File: src/hdl/rip_pkg.sv
// Package for the relay and isolated input port: offsets, widths, reset values
// Assumes an ISA-style byte-wide I/O bus sampled synchronously on mclk
package rip_pkg;
    // Address and data widths of the host I/O bus
    localparam int ADDR_W = 10;
    localparam int DATA_W = 8;
    // Register offsets inside the four-byte window
    localparam logic [1:0] OFS_RELAY_LOW = 2'h0;
    localparam logic [1:0] OFS_RELAY_HIGH = 2'h1;
    localparam logic [1:0] OFS_IN_LOW = 2'h2;
    localparam logic [1:0] OFS_IN_HIGH = 2'h3;
    // Number of low address bits decoded inside the window
    localparam int WIN_BITS = 2;
    // Relay latches start de-energised
    localparam logic [7:0] RELAY_RESET = 8'h00;
    // Value driven on the data bus when not reading
    localparam logic [7:0] IDLE_DATA = 8'h00;

    // One host bus cycle as seen by the port
    typedef struct packed {
        logic [ADDR_W-1:0] addr;
        logic [DATA_W-1:0] wdata;
        logic ior;
        logic iow;
    } rip_bus_s;

    // Read data answer towards the host
    typedef struct packed {
        logic [DATA_W-1:0] rdata;
        logic rdata_oe;
    } rip_rsp_s;
endpackage

File: src/hdl/rip_decode.sv
// Address decoder for the four-byte window of the port
// Assumes the base comes from switch inputs held steady in operation
`timescale 1ns/1ns
module rip_decode #(
    parameter int ADDR_W = 10
)
(
    // Host address and switch base
    input wire logic [ADDR_W-1:0] addr,
    input wire logic [ADDR_W-1:0] base_sw,
    // Decode result
    output logic hit,
    output logic [1:0] offset
);
    // Compare all bits above the window; low bits of switches ignored
    always_comb
    begin
        hit = (addr[ADDR_W-1:rip_pkg::WIN_BITS] == base_sw[ADDR_W-1:rip_pkg::WIN_BITS]);
        offset = addr[rip_pkg::WIN_BITS-1:0];
    end
endmodule

File: src/hdl/rip_top.sv
// Relay output and isolated input port on a byte-wide host I/O bus
// Assumes bus strobes synchronous to mclk, one access per strobe cycle
`timescale 1ns/1ns
// Operation
// - Four consecutive byte addresses from base
// - Base address comes from switch inputs
// - Offset zero write sets relays 0-7
// - Offset one write sets relays 8-15
// - Offsets zero/one read back relay latches
// - Offset two reads inputs 0-7, write ignored
// - Offset three reads inputs 8-15, write ignored
// - Bit one energises relay, zero releases
// - Bit n drives channel n or n+8
// - Input bit D0 is lowest channel
// - Input high reads one, low zero
module rip_top #(
    parameter int ADDR_W = rip_pkg::ADDR_W
)
(
    // Clock and reset
    input wire logic mclk,
    input wire logic rst,
    // Host bus
    input wire logic [ADDR_W-1:0] addr,
    input wire logic [7:0] wdata,
    input wire logic ior,
    input wire logic iow,
    output logic [7:0] rdata,
    output logic rdata_oe,
    // Base address switches
    input wire logic [ADDR_W-1:0] base_sw,
    // Field side
    input wire logic [15:0] isolated_input_channel,
    output logic [15:0] port_channel
);
    // Decoder results
    logic hit;
    logic [1:0] offset;
    // Relay latches, high byte and low byte
    // Pins carry a flop copy so every output is registered
    logic [7:0] relay_lo;
    logic [7:0] relay_hi;
    logic [7:0] next_relay_lo;
    logic [7:0] next_relay_hi;
    // Registered read answer
    logic [7:0] next_rdata;
    logic next_rdata_oe;

    rip_decode #(
        .ADDR_W(ADDR_W)
    )
    u_dec (
        .addr(addr),
        .base_sw(base_sw),
        .hit(hit),
        .offset(offset)
    );

    // Next relay latch values; a whole byte per write, no bit masking
    always_comb
    begin
        next_relay_lo = relay_lo;
        next_relay_hi = relay_hi;
        if (iow && hit)
        begin
            if (offset == rip_pkg::OFS_RELAY_LOW)
            begin
                next_relay_lo = wdata;
            end
            else if (offset == rip_pkg::OFS_RELAY_HIGH)
            begin
                next_relay_hi = wdata;
            end
            // Input offsets ignore writes
            else
            begin
                next_relay_lo = relay_lo;
            end
        end
    end

    // Read mux; answer one cycle after the strobe
    // Reads never disturb the relay latches
    always_comb
    begin
        next_rdata = rip_pkg::IDLE_DATA;
        next_rdata_oe = 1'b0;
        if (ior && hit)
        begin
            next_rdata_oe = 1'b1;
            if (offset == rip_pkg::OFS_RELAY_LOW)
            begin
                next_rdata = relay_lo;
            end
            else if (offset == rip_pkg::OFS_RELAY_HIGH)
            begin
                next_rdata = relay_hi;
            end
            else if (offset == rip_pkg::OFS_IN_LOW)
            begin
                next_rdata = isolated_input_channel[7:0];
            end
            else
            begin
                next_rdata = isolated_input_channel[15:8];
            end
        end
    end

    // Register stage; relay pins load with the latches on the same edge
    always_ff @(posedge mclk)
    begin
        if (rst)
        begin
            relay_lo <= rip_pkg::RELAY_RESET;
            relay_hi <= rip_pkg::RELAY_RESET;
            rdata <= rip_pkg::IDLE_DATA;
            rdata_oe <= 1'b0;
            port_channel <= {rip_pkg::RELAY_RESET, rip_pkg::RELAY_RESET};
        end
        else
        begin
            relay_lo <= next_relay_lo;
            relay_hi <= next_relay_hi;
            rdata <= next_rdata;
            rdata_oe <= next_rdata_oe;
            port_channel <= {next_relay_hi, next_relay_lo};
        end
    end

    // Assertions
    // All checks sample on mclk and stay quiet while rst holds, unless reset is the subject
    // low write lands
    AST_WR_LOW: assert property (@(posedge mclk) disable iff (rst)
        iow && hit && offset == 2'h0 |=> port_channel[7:0] == $past(wdata))
        else $error("low relay byte not written");
    AST_WR_HIGH: assert property (@(posedge mclk) disable iff (rst)
        iow && hit && offset == 2'h1 |=> port_channel[15:8] == $past(wdata))
        else $error("high relay byte not written");
    AST_RB: assert property (@(posedge mclk) disable iff (rst)
        ior && hit && offset == 2'h1 |=> rdata_oe && rdata == port_channel[15:8])
        else $error("relay readback wrong");
    AST_IN_LO: assert property (@(posedge mclk) disable iff (rst)
        ior && hit && offset == 2'h2 |=> rdata == $past(isolated_input_channel[7:0]))
        else $error("input low byte wrong");
    AST_IN_HI: assert property (@(posedge mclk) disable iff (rst)
        ior && hit && offset == 2'h3 |=> rdata == $past(isolated_input_channel[15:8]))
        else $error("input high byte wrong");
    AST_MISS: assert property (@(posedge mclk) disable iff (rst)
        !hit || !(ior || iow) |=> !rdata_oe && $stable(port_channel))
        else $error("access outside window acted");
    AST_BASE: assert property (@(posedge mclk) disable iff (rst)
        ior && addr[ADDR_W-1:2] == base_sw[ADDR_W-1:2] |=> rdata_oe)
        else $error("switch base not decoded");
    AST_RST: assert property (@(posedge mclk)
        rst |=> port_channel == 16'h0000)
        else $error("relays not cleared at reset");
    AST_LVL: assert property (@(posedge mclk) disable iff (rst)
        ior && hit && offset == 2'h2 && isolated_input_channel[0] |=> rdata[0])
        else $error("high input not read as one");
    AST_RB_LOW: assert property (@(posedge mclk) disable iff (rst)
        ior && hit && offset == rip_pkg::OFS_RELAY_LOW
        |=> rdata_oe && rdata == port_channel[7:0])
        else $error("low relay readback wrong");
    AST_RO_LOW: assert property (@(posedge mclk) disable iff (rst)
        iow && hit && offset == rip_pkg::OFS_IN_LOW
        |=> $stable(port_channel) && !rdata_oe)
        else $error("write to input low byte acted");
    AST_RO_HIGH: assert property (@(posedge mclk) disable iff (rst)
        iow && hit && offset == rip_pkg::OFS_IN_HIGH
        |=> $stable(port_channel) && !rdata_oe)
        else $error("write to input high byte acted");
    AST_HOLD: assert property (@(posedge mclk) disable iff (rst)
        !(iow && hit) |=> $stable(port_channel))
        else $error("relays moved without a write");
    AST_LVL_LOW: assert property (@(posedge mclk) disable iff (rst)
        ior && hit && offset == rip_pkg::OFS_IN_LOW && !isolated_input_channel[0]
        |=> !rdata[0])
        else $error("low input not read as zero");
    // answer only after a window read
    AST_OE_CAUSE: assert property (@(posedge mclk) disable iff (rst)
        rdata_oe |-> $past(ior) && $past(hit))
        else $error("read answer without a window read");
    AST_IDLE: assert property (@(posedge mclk) disable iff (rst)
        !rdata_oe |-> rdata == rip_pkg::IDLE_DATA)
        else $error("read data not idle between answers");
    AST_RST_OE: assert property (@(posedge mclk)
        rst |=> !rdata_oe && rdata == rip_pkg::IDLE_DATA)
        else $error("read answer not cleared at reset");
    // Scenarios
    COV_WR: cover property (@(posedge mclk) iow && hit && offset == 2'h0);
    COV_RB: cover property (@(posedge mclk) ior && hit && offset == 2'h1);
    COV_IN: cover property (@(posedge mclk) ior && hit && offset == 2'h3);
    COV_RO: cover property (@(posedge mclk) iow && hit && offset == rip_pkg::OFS_IN_HIGH);
    COV_MISS: cover property (@(posedge mclk) ior && !hit);
endmodule

File: config.mk
export PLATFORM = sky130hd
export DESIGN_NAME = rip_top
export DESIGN_NICKNAME = d
export VERILOG_FILES = /design/src/hdl/rip_pkg.sv /design/src/hdl/rip_decode.sv /design/src/hdl/rip_top.sv
export SDC_FILE = /design/constraint.sdc
export NUM_CORES = 1
export LEC_CHECK = 0
export BUFFER_PORTS_ARGS = -buffer_cell sky130_fd_sc_hd__buf_4
export CAP_MARGIN = 20
export CORE_MARGIN = 4
export CORE_UTILIZATION = 31
export DETAILED_ROUTE_END_ITERATION = 10
export MAX_ROUTING_LAYER = met4
export SETUP_SLACK_MARGIN = 0.4
export SYNTH_ARGS = -nofsm -noshare
export SYNTH_HDL_FRONTEND = slang
export SYNTH_SLANG_ARGS = --single-unit
File: constraint.sdc
create_clock -name mclk -period 1.39 [get_ports mclk]
set_clock_uncertainty 0.15 [all_clocks]
set_input_delay 0.0695 -clock mclk [delete_from_list [all_inputs] [get_ports mclk]]
set_output_delay 0.0695 -clock mclk [all_outputs]
set_load 0.02 [all_outputs]
==> results of run 1 <==
## area by class of cell
type                            count  area (sq um)  share of cell area
Timing Repair Buffer              115          1030               0.414
Clock buffer                        3          41.3              0.0167
Tap cell                           48          60.1              0.0242
Multi-Input combinational cell     73           821               0.331
Clock inverter                      1          5.00             0.00202
Sequential cell                    25           520               0.210
Inverter                            1          3.75             0.00152
## timing repair
action,4_1_cts,5_1_grt
gates cloned,0,0
pin swaps,8,4
endpoints found under the hold margin,16,0
hold buffers,8,0
buffers inserted,21,9
endpoints found under the setup margin,39,42
resized for setup,51,11
## flip-flops by register name, summed over array words and instances, names as in the netlist
signal / flops
port_channel: 16
rdata: 8
rdata_oe: 1
## worst min-delay path, delay by kind of cell
kind,cells,cell delay [ns]
buf+inv,3,0.26
simple gates,1,0.10
## cells in the final DEF (no fill, tap or decap), types with 3 or more instances in the layout
master and instances:
buf_6 36, xor2_2 4, nand2b_1 24, dlygate4sd3_1 8
buf_4 70, nor2b_1 9, dfxtp_1 9, mux4_2 8
clkbuf_8 3, mux2i_1 16, dfxtp_2 16
## path summary, 6_finish.rpt
check,start,end,slack (ns),cells after the start
setup / recovery,addr[3],port_channel[11]$_SDFFE_PP0P_,0.16,6
hold / removal,ior,rdata_oe$_SDFF_PP0_,0.04,4
setup reg to reg,port_channel[14]$_SDFFE_PP0P_,rdata[6]$_SDFF_PP0_,0.22,2
hold reg to reg,port_channel[5]$_SDFFE_PP0P_,port_channel[5]$_SDFFE_PP0P_,0.34,2
## power groups by stage
stage          registers (W)  clock network, W  logic (W)
6_report            0.000716          0.000429   0.000292
3_5_place_dp        0.000733                 0   0.000240
5_1_grt             0.000716          0.000471   0.000313
2_1_floorplan       0.000733                 0   0.000110
4_1_cts             0.000716          0.000437   0.000279
3_3_place_gp        0.000733                 0   0.000235
## per-layer routing
layer	up-vias	share of wire	track usage
li1	590	-	-
met1	553	0.42	0.198
met2	49	0.50	0.260
met3	4	0.064	0.0252
met4	0	0.014	0.0564
met5	-	0	-
## metrics by stage
stage          instances  power [W]  instance area (sq um)
6_report             266    0.00144                   2480
3_5_place_dp         224   0.000973                   1900
5_1_grt              266    0.00150                   2480
2_1_floorplan        105   0.000843                   1310
4_1_cts              257    0.00143                   2370
3_3_place_gp         224   0.000968                   1900
## kinds of logic after synthesis
| logic type | Yosys count | share of synthesized area |
|---|---|---|
| flip-flops | 25 | 0.403 |
| buffers and inverters | 7 | 0.0323 |
| AND/OR/NAND/NOR | 41 | 0.234 |
| XOR/XNOR | 8 | 0.0565 |
| multiplexers | 24 | 0.274 |
==> out/metrics.csv, run 1 <==
stage,metric,value,unit
pwr,Clk pwr share,0.299,
timing,setup tns final,0,ns
layout,diode count,0,
clocking,Worst-Skew Late Latency,0.27,ns
setup_path,CP Launch Type,input pin,
floorplanning,Die X,71.3,um
global_route,gr usage total,0.159,
setup_path,worst-path fanout max,4,
placement,IO buf count,70,
routing,DRC errors left,0,
clocking,H-tree lvl count,1,
setup_path,critical-path cell list,buf_8 > xor2_4 > nor4_4 > buf_4 > and4_4 > mux2i_1,
pwr,Sequential Power Share,0.498,
floorplanning,die span in y,71.3,um
layout,filler instances,288,
synth,largest cells by area after synthesis,"dfxtp_1 (40%), mux4_2 (15%), mux2i_1 (13%), nand2b_1 (12%), xor2_1 (5.6%)",
synth,Post-synth top cells,"dfxtp_1 (25), nand2b_1 (24), mux2i_1 (16), nor2b_1 (10)",
pwr,Logic pwr share,0.203,
pwr,worst-case vdd ir drop,366,uV
timing,Final period util,0.882,
setup_path,crit-path leading delay family,simple AND/OR/NAND/NOR gates,
setup_path,CP arrival,1.27,ns
job,MaxCap Viol Count,0,
routing,WL/cell,14.4,um
routing,DR pass1 iterations,3,
clocking,CTS tree,yes,
floorplanning,io pins,73,
layout,Final Util,0.657,
synth,Syn Nets,153,
clocking,TritonCTS Buffers,3,
min_path,type of the worst min-delay path,in -> reg,
timing,PnR worst setup slack,0.164,ns
setup_path,CP max stage cell,nor4_4,
setup_path,critical path class,in -> reg,
global_route,largest net degree at the start of global routing,26,
synth,Post-Synthesis Cells,105,
placement,Post-DP HPWL,2600,um
timing,Peak Freq,816,MHz
synth,"count leader, synth",dfxtp_1,
timing,Slew Limit Fails,0,
synth,Main synth FF type,dfxtp_1,
pwr,leakage,1.15,nW
synth,Post-Syn Area,0.00124,sq mm
synth,Post-synth EDFFs,0,
routing,final wirelength,3830,um
synth,synthesized area per cell,11.8,sq um
floorplanning,CORE AREA,0.00377,sq mm
timing,Least-Margin Pin Slew,0.234,ns
routing,via count,1196,
timing,RSZ-0062 raised after global routing,yes,
pwr,P_int,0.00110,W
routing,Routed Antenna Nets,0,
timing,Hold Slack,0.0447,ns
placement,Placer Congestion,0.682,
timing,final hold violation count,0,
clocking,clk buf depth,2,
clocking,Root Driver,clkbuf_8,
timing,Slew HR,0.844,
setup_path,CP bufs+invs,2,
pwr,Pwr Density,580,mW/mm^2
synth,"FFs w/ async S/R, synth",0,
synth,Yosys top cell area share,0.403,
global_route,initial antenna violation count,0,
pwr,sw power,0.000333,W
clocking,clock-pin slew on the worst setup and hold paths,0.09,ns
layout,layout cells sized above 1,0.683,
routing,drt via density,4.50,
layout,Synth-to-Final Area Change,99.6,%
setup_path,Crit path required time,1.43,ns
pwr,sw frac,0.232,
routing,DRT iter0 DRCs,41,
clocking,Clock Sinks,25,
synth,#FFs+latches synth,25,
global_route,"Remaining Overflow, GRT",0,
timing,Final setup viols,0,
global_route,first-pass GRT wire length,6090,um
synth,"Seq/Total Area, Yosys",0.403,
setup_path,"slowest stage delay, CP",0.28,ns
placement,pre-CTS WS,-0.237,ns
floorplanning,Die Area,0.00508,sq mm
timing,Final min period,1.23,ns
layout,nets@finish,267,
run_status,run status,completed,
synth,Ys Warns,0,
setup_path,crit end category,flop,
synth,Yosys cell types,17,
synth,Synth area leader,dfxtp_1,
global_route,number of global-route vias before repair,1291,
floorplanning,Initial Util,0.329,
floorplanning,row cnt,22,
No activity file was read; power rests on OpenSTA's default activity.
==> run 2, diff against run 1 <==
Settings changed: CELL_PAD_IN_SITES_DETAIL_PLACEMENT set to 1, CELL_PAD_IN_SITES_GLOBAL_PLACEMENT set to 2, CORE_UTILIZATION 31 to 22, PLACE_DENSITY_LB_ADDON set to 0.1.
==> run 2 against run 1 <==
  * Final area shrank 6.4%
  * Non-clock buffer count shrank 25
  * Via count shrank 6.4%
  * Final cell count shrank 0.38%
  * Register-to-register slack lost 0.03 ns
  * Hold slack gained 0.0030 ns
  * First-iteration DRC count shrank 17%
  * Core utilization shrank 23 points
  * Setup slack gained 0.013 ns
  * Sequential power is essentially flat
  * Largest cell class is now multi-input gates
==> out/metrics.csv, run 2 (synthesis gave the netlist of run 1 again) <==
stage,metric,value,unit,change
clocking,CTS tree,yes,,
setup_path,"most used cell, CP",buf_6,,
timing,Slew HR,0.833,,-0.0106
placement,pre-CTS WS,-0.234,ns,+0.00317 ns
setup_path,FF-to-FF End,rdata[5]$_SDFF_PP0_,,
setup_path,R2R depth,2,,unchanged
timing,Final setup viols,0,,unchanged
clocking,H-tree lvl count,1,,unchanged
pwr,leakage,1.01,nW,-12%
layout,layout cells sized above 1,0.658,,-0.0255
routing,DRC errors left,0,,unchanged
floorplanning,io pins,73,,unchanged
layout,nets@finish,242,,-9.4%
global_route,gr usage total,0.124,,-0.0350
job,MaxCap Viol Count,0,,unchanged
setup_path,Crit path required time,1.44,ns,about the same
floorplanning,CORE AREA,0.00547,sq mm,+45%
timing,Peak Freq,824,MHz,+1.0%
setup_path,CP max stage cell,nor4_4,,
setup_path,"slowest stage delay, CP",0.29,ns,about the same
global_route,first-pass GRT wire length,6710,um,+10%
setup_path,critical-path cell list,buf_6 > xor2_2 > nor4_4 > buf_6 > and3_4 > buf_6 > mux2i_1,,
placement,Post-DP HPWL,3100,um,+19%
placement,placed cells,250,,+12%
routing,Routed Antenna Nets,0,,unchanged
clocking,clk buf depth,2,,unchanged
timing,Final min period,1.21,ns,-0.0125 ns
layout,"most common cell after layout, fill and taps aside",buf_4,,
layout,filler instances,613,,+110%
run_status,run status,completed,,
routing,via count,1119,,-6.4%
routing,WL/cell,15.4,um,+6.9%
min_path,Worst Hold Path EP,rdata_oe$_SDFF_PP0_,,
floorplanning,Die X,83.1,um,+17%
placement,Placer Congestion,0.768,,+13%
timing,Hold Slack,0.0477,ns,+0.00304 ns
setup_path,worst-path fanout max,4,,unchanged
global_route,initial antenna violation count,0,,unchanged
layout,Final Cell Area,0.00232,sq mm,-6.4%
layout,Synth-to-Final Area Change,86.8,%,
global_route,"Remaining Overflow, GRT",0,,unchanged
floorplanning,Die Area,0.00691,sq mm,+36%
setup_path,critical path class,in -> reg,,
floorplanning,row cnt,27,,+23%
timing,PnR worst setup slack,0.176,ns,+0.0125 ns
routing,final wirelength,4070,um,+6.5%
min_path,hold path cells,4,,unchanged
clocking,Worst-Skew Late Latency,0.26,ns,about the same
setup_path,crit end category,flop,,
min_path,worst min-delay path startpoint,ior,,
timing,Slew Limit Fails,0,,unchanged
pwr,worst-case vdd ir drop,344,uV,-6.1%
layout,Largest register FFs,16,,unchanged
timing,final hold violation count,0,,unchanged
global_route,number of global-route vias before repair,1319,,+2.2%
setup_path,R2R setup slack,0.19,ns,-0.03 ns
setup_path,FF-to-FF Start,port_channel[13]$_SDFFE_PP0P_,,
routing,DRT iter0 DRCs,34,,-17%
min_path,type of the worst min-delay path,in -> reg,,
timing,RSZ-0062 raised after global routing,yes,,
layout,biggest regs,"port_channel x16, rdata x8, rdata_oe x1",,
layout,most frequent cells in the layout,"buf_4 (60), nand2b_1 (24), buf_6 (19)",,
clocking,Root Driver,clkbuf_8,,
floorplanning,Initial Util,0.227,,-0.102
clocking,clock-pin slew on the worst setup and hold paths,0.09,ns,about the same
setup_path,CP Launch Type,input pin,,
setup_path,CP arrival,1.26,ns,about the same
clocking,TritonCTS Buffers,3,,unchanged
placement,"Cell Area, Placed",0.00195,sq mm,+2.4%
timing,Final period util,0.873,,-0.00903
global_route,largest net degree at the start of global routing,26,,unchanged
pwr,Pwr Density,635,mW/mm^2,+9.5%
layout,diode count,0,,unchanged
clocking,Clock Sinks,25,,unchanged
routing,drt via density,4.22,,-6.1%
layout,Non-Filler Instances,265,,-0.38%
floorplanning,die span in y,83.1,um,+17%
layout,Biggest register,port_channel,,
timing,Least-Margin Pin Slew,0.250,ns,+0.0159 ns
routing,DR pass1 iterations,3,,unchanged
placement,IO buf count,70,,unchanged
-- run 2: cell types whose count changed in the layout (fill, tap and decap cells not counted), moves of 2 or more --
cell,before,now
nor2b_1,9,7
buf_4,70,60
buf_6,36,19
xor2_4,2,4
xor2_2,4,2
-- run 2: repair_timing --
action	in CTS	in global routing
pin swaps	7	5
gates resized for setup	29	25
hold endpoints to repair	16	0
endpoints found under the setup margin	39	42
hold buffers	8	0
setup buffers	2	1
-- run 2: final cells by class --
type / instances / area, sq um / area share
clock inverter: 1 / 7.51 / 0.00324
sequential: 25 / 523 / 0.226
multi-input combinational: 73 / 858 / 0.370
clock buffer: 3 / 41.3 / 0.0178
tap: 72 / 90.1 / 0.0389
timing repair buffer: 90 / 795 / 0.343
inverter: 1 / 3.75 / 0.00162
-- run 2: where the power goes --
group          internal (W)  switching, W  leakage [nW]
logic              0.000198      0.000113         0.777
registers          0.000714   0.000000291         0.210
clock network      0.000203      0.000244        0.0217
-- run 2: worst max-delay path by stage --
stage / endpoint / cells past startpoint / from
2_1_floorplan: port_channel[10]$_SDFFE_PP0P_ / 5 / base_sw[3]
3_3_place_gp: port_channel[9]$_SDFFE_PP0P_ / 6 / base_sw[6]
3_5_place_dp: port_channel[9]$_SDFFE_PP0P_ / 5 / base_sw[3]
4_1_cts: port_channel[7]$_SDFFE_PP0P_ / 7 / addr[7]
5_1_grt: port_channel[4]$_SDFFE_PP0P_ / 7 / addr[3]
6_report: port_channel[7]$_SDFFE_PP0P_ / 7 / addr[9]
-- run 2: routing by layer --
metal	track usage	up-vias	share of wire
met5	-	-	0
met4	0.0357	0	0.0052
met3	0.0268	2	0.045
met2	0.227	35	0.56
met1	0.133	548	0.39
li1	-	534	-
-- run 2: through the flow --
step / setup TNS (ns) / util / power, W
floorplan: 0 / - / 0.000843
global placement: -3.51 / 0.356 / 0.000976
detailed placement: -4.41 / 0.356 / 0.000983
CTS: 0 / 0.405 / 0.00148
global route: 0 / 0.424 / 0.00155
finish: 0 / 0.424 / 0.00147
-- run 2: critical path, delay by kind of cell --
kind	cells	cell delay, ns
and+or+nand+nor	2	0.47
buffers and inverters	3	0.38
xor gates and xnor gates	1	0.17
muxes	1	0.17
==> run 3, diff against run 2 <==
Settings changed: CORE_UTILIZATION 22 to 28, CTS_BUF_LIST set to sky130_fd_sc_hd__clkbuf_4.
Clock period 1.39 ns to 1.5 ns, I/O delays scaled along.
==> run 3 against run 2 <==
  * Largest power group unchanged
  * Die area fell by 19%
  * Critical path type is now reg -> reg
  * Global-route usage rose by 2.5 points
  * Total power fell by 14%
  * Sequential power fell by 7.0%
  * Flip-flop and latch count did not move
  * Setup slack improved by 0.11 ns
  * Via count rose by 0.54%
  * Final area fell by 5.7%
  * First-iteration DRC count fell by 8.8%
  * Core utilization rose by 10 points
==> out/metrics.csv, run 3 (synthesis gave the netlist of run 1 again) <==
stage,metric,value,unit,change
floorplanning,Die X,74.6,um,-10%
timing,final hold violation count,0,,unchanged
setup_path,worst-path fanout max,3,,-1
routing,drt via density,4.63,,+9.6%
routing,WL/cell,15.4,um,about the same
setup_path,R2R setup slack,0.29,ns,+0.10 ns
layout,Synth-to-Final Area Change,76.2,%,
setup_path,CP Launch Type,flop,,
layout,Biggest register,port_channel,,
setup_path,Crit path required time,1.58,ns,+0.14 ns
setup_path,CP max stage cell,mux4_2,,
layout,most frequent cells in the layout,"buf_4 (65), nand2b_1 (24), mux2i_1 (16), dfxtp_2 (16), buf_6 (15)",,
timing,RSZ-0062 raised after global routing,yes,,
clocking,H-tree lvl count,1,,unchanged
placement,Post-DP HPWL,2970,um,-4.1%
routing,DRC errors left,0,,unchanged
global_route,gr usage total,0.149,,+0.0253
timing,Final setup viols,0,,unchanged
clocking,Worst-Skew Late Latency,0.31,ns,+0.05 ns
layout,Largest register FFs,16,,unchanged
timing,Peak Freq,825,MHz,
routing,DR pass1 iterations,4,,+1
floorplanning,Initial Util,0.300,,+0.0727
setup_path,critical path class,reg -> reg,,
global_route,largest net degree at the start of global routing,26,,unchanged
floorplanning,CORE AREA,0.00414,sq mm,-24%
clocking,clk buf depth,2,,unchanged
routing,final wirelength,3730,um,-8.3%
min_path,Worst Hold Path EP,rdata[2]$_SDFF_PP0_,,
placement,IO buf count,70,,unchanged
pwr,leakage,0.991,nW,-1.7%
routing,DRT iter0 DRCs,31,,-8.8%
setup_path,Worst Setup SP,port_channel[12]$_SDFFE_PP0P_,,
floorplanning,io pins,73,,unchanged
pwr,Pwr Total,0.00126,W,-14%
timing,Final period util,0.808,,
run_status,run status,completed,,
timing,Least-Margin Pin Slew,0.335,ns,+0.0853 ns
pwr,Pwr Density,577,mW/mm^2,-9.2%
clocking,Root Driver,clkbuf_4,,
global_route,initial antenna violation count,0,,unchanged
setup_path,FF-to-FF Start,port_channel[12]$_SDFFE_PP0P_,,
placement,Placer Congestion,0.678,,-12%
setup_path,Critical Path Stages,2,,-5
routing,Routed Antenna Nets,0,,unchanged
min_path,hold path cells,3,,-1
clocking,Clock Sinks,25,,unchanged
global_route,number of global-route vias before repair,1258,,-4.6%
layout,layout cells sized above 1,0.627,,-0.0311
timing,Final min period,1.21,ns,
setup_path,CP arrival,1.29,ns,+0.03 ns
min_path,worst min-delay path startpoint,isolated_input_channel[10],,
clocking,CTS tree,yes,,
job,MaxCap Viol Count,0,,unchanged
min_path,type of the worst min-delay path,in -> reg,,
clocking,clock-pin slew on the worst setup and hold paths,0.15,ns,+0.06 ns
setup_path,critical-path cell list,mux4_2 > nor2b_2,,
timing,Slew HR,0.775,,-0.0580
floorplanning,die span in y,74.6,um,-10%
timing,Hold Slack,0.0207,ns,-0.0270 ns
timing,Slew Limit Fails,0,,unchanged
layout,biggest regs,"port_channel x16, rdata x8, rdata_oe x1",,
layout,nets@finish,242,,unchanged
setup_path,"slowest stage delay, CP",0.45,ns,+0.16 ns
floorplanning,Die Area,0.00556,sq mm,-19%
pwr,worst-case vdd ir drop,315,uV,-8.4%
routing,via count,1125,,+0.54%
setup_path,FF-to-FF End,rdata[4]$_SDFF_PP0_,,
setup_path,CP bufs+invs,0,,-3
setup_path,R2R depth,2,,unchanged
layout,diode count,0,,unchanged
global_route,"Remaining Overflow, GRT",0,,unchanged
global_route,first-pass GRT wire length,6020,um,-10%
setup_path,crit-path leading delay family,multiplexers,,
clocking,TritonCTS Buffers,3,,unchanged
setup_path,crit end category,flop,,
layout,"most common cell after layout, fill and taps aside",buf_4,,
floorplanning,row cnt,23,,-15%
-- run 3: cell count changes in the layout (fill, tap and decap cells not counted), sizes merged --
cell	change
clkbuf	+1
clkinvlp	-1
dlygate4sd3	+1
buf	-1
-- run 3: metal layers --
metal  vias to the layer above  part of all wire  GRT usage
met2                        44              0.53      0.263
met4                         0            0.0096     0.0415
met3                         2             0.065     0.0257
met1                       544              0.40      0.172
met5                         -                 0          -
li1                        535                 -          -
-- run 3: power by group --
group	switching [W]	internal [W]
Combinational	0.0000957	0.000170
Clock	0.000209	0.000122
Sequential	0.000000251	0.000664
-- run 3: area by class of cell --
cell class	count	area, sq um
fill	463	1960
multi-input combinational	73	808
timing repair buffer	90	762
sequential	25	520
tap	50	62.6
clock buffer	4	30.0
inverter	1	3.75
-- run 3: per-stage QoR --
stage	worst slack, ns	TNS, ns	instance area, sq um	utilization	instances
after floorplan	0.142	0	1300	-	105
after global routing	0.268	0	2190	0.528	243
after CTS	0.319	0	2120	0.512	241
after global placement	-0.0923	-0.896	1890	0.457	225
after detailed placement	-0.181	-1.78	1890	0.457	225
final	0.288	0	2190	0.528	243
-- run 3: timing repair --
| item | in CTS | in global routing |
|---|---|---|
| gates cloned | 0 | 0 |
| hold buffers | 8 | 1 |
| setup endpoints to repair | 30 | 35 |
| pin swaps | 8 | 6 |
| endpoints found under the hold margin | 16 | 1 |
| buffers inserted | 4 | 1 |
| resized for setup | 26 | 16 |
-- run 3: tightest hold or removal path, cell delays in order --
cell and delay (ns):
buf_4 0.07, mux4_2 0.21, nor2b_1 0.11
-- run 3: worst max-delay path by stage --
stage / to / slack [ns]
floorplan: port_channel[10]$_SDFFE_PP0P_ / 0.14
global placement: port_channel[9]$_SDFFE_PP0P_ / -0.09
detailed placement: port_channel[9]$_SDFFE_PP0P_ / -0.18
CTS: rdata[6]$_SDFF_PP0_ / 0.32
global route: rdata[4]$_SDFF_PP0_ / 0.27
finish: rdata[4]$_SDFF_PP0_ / 0.29
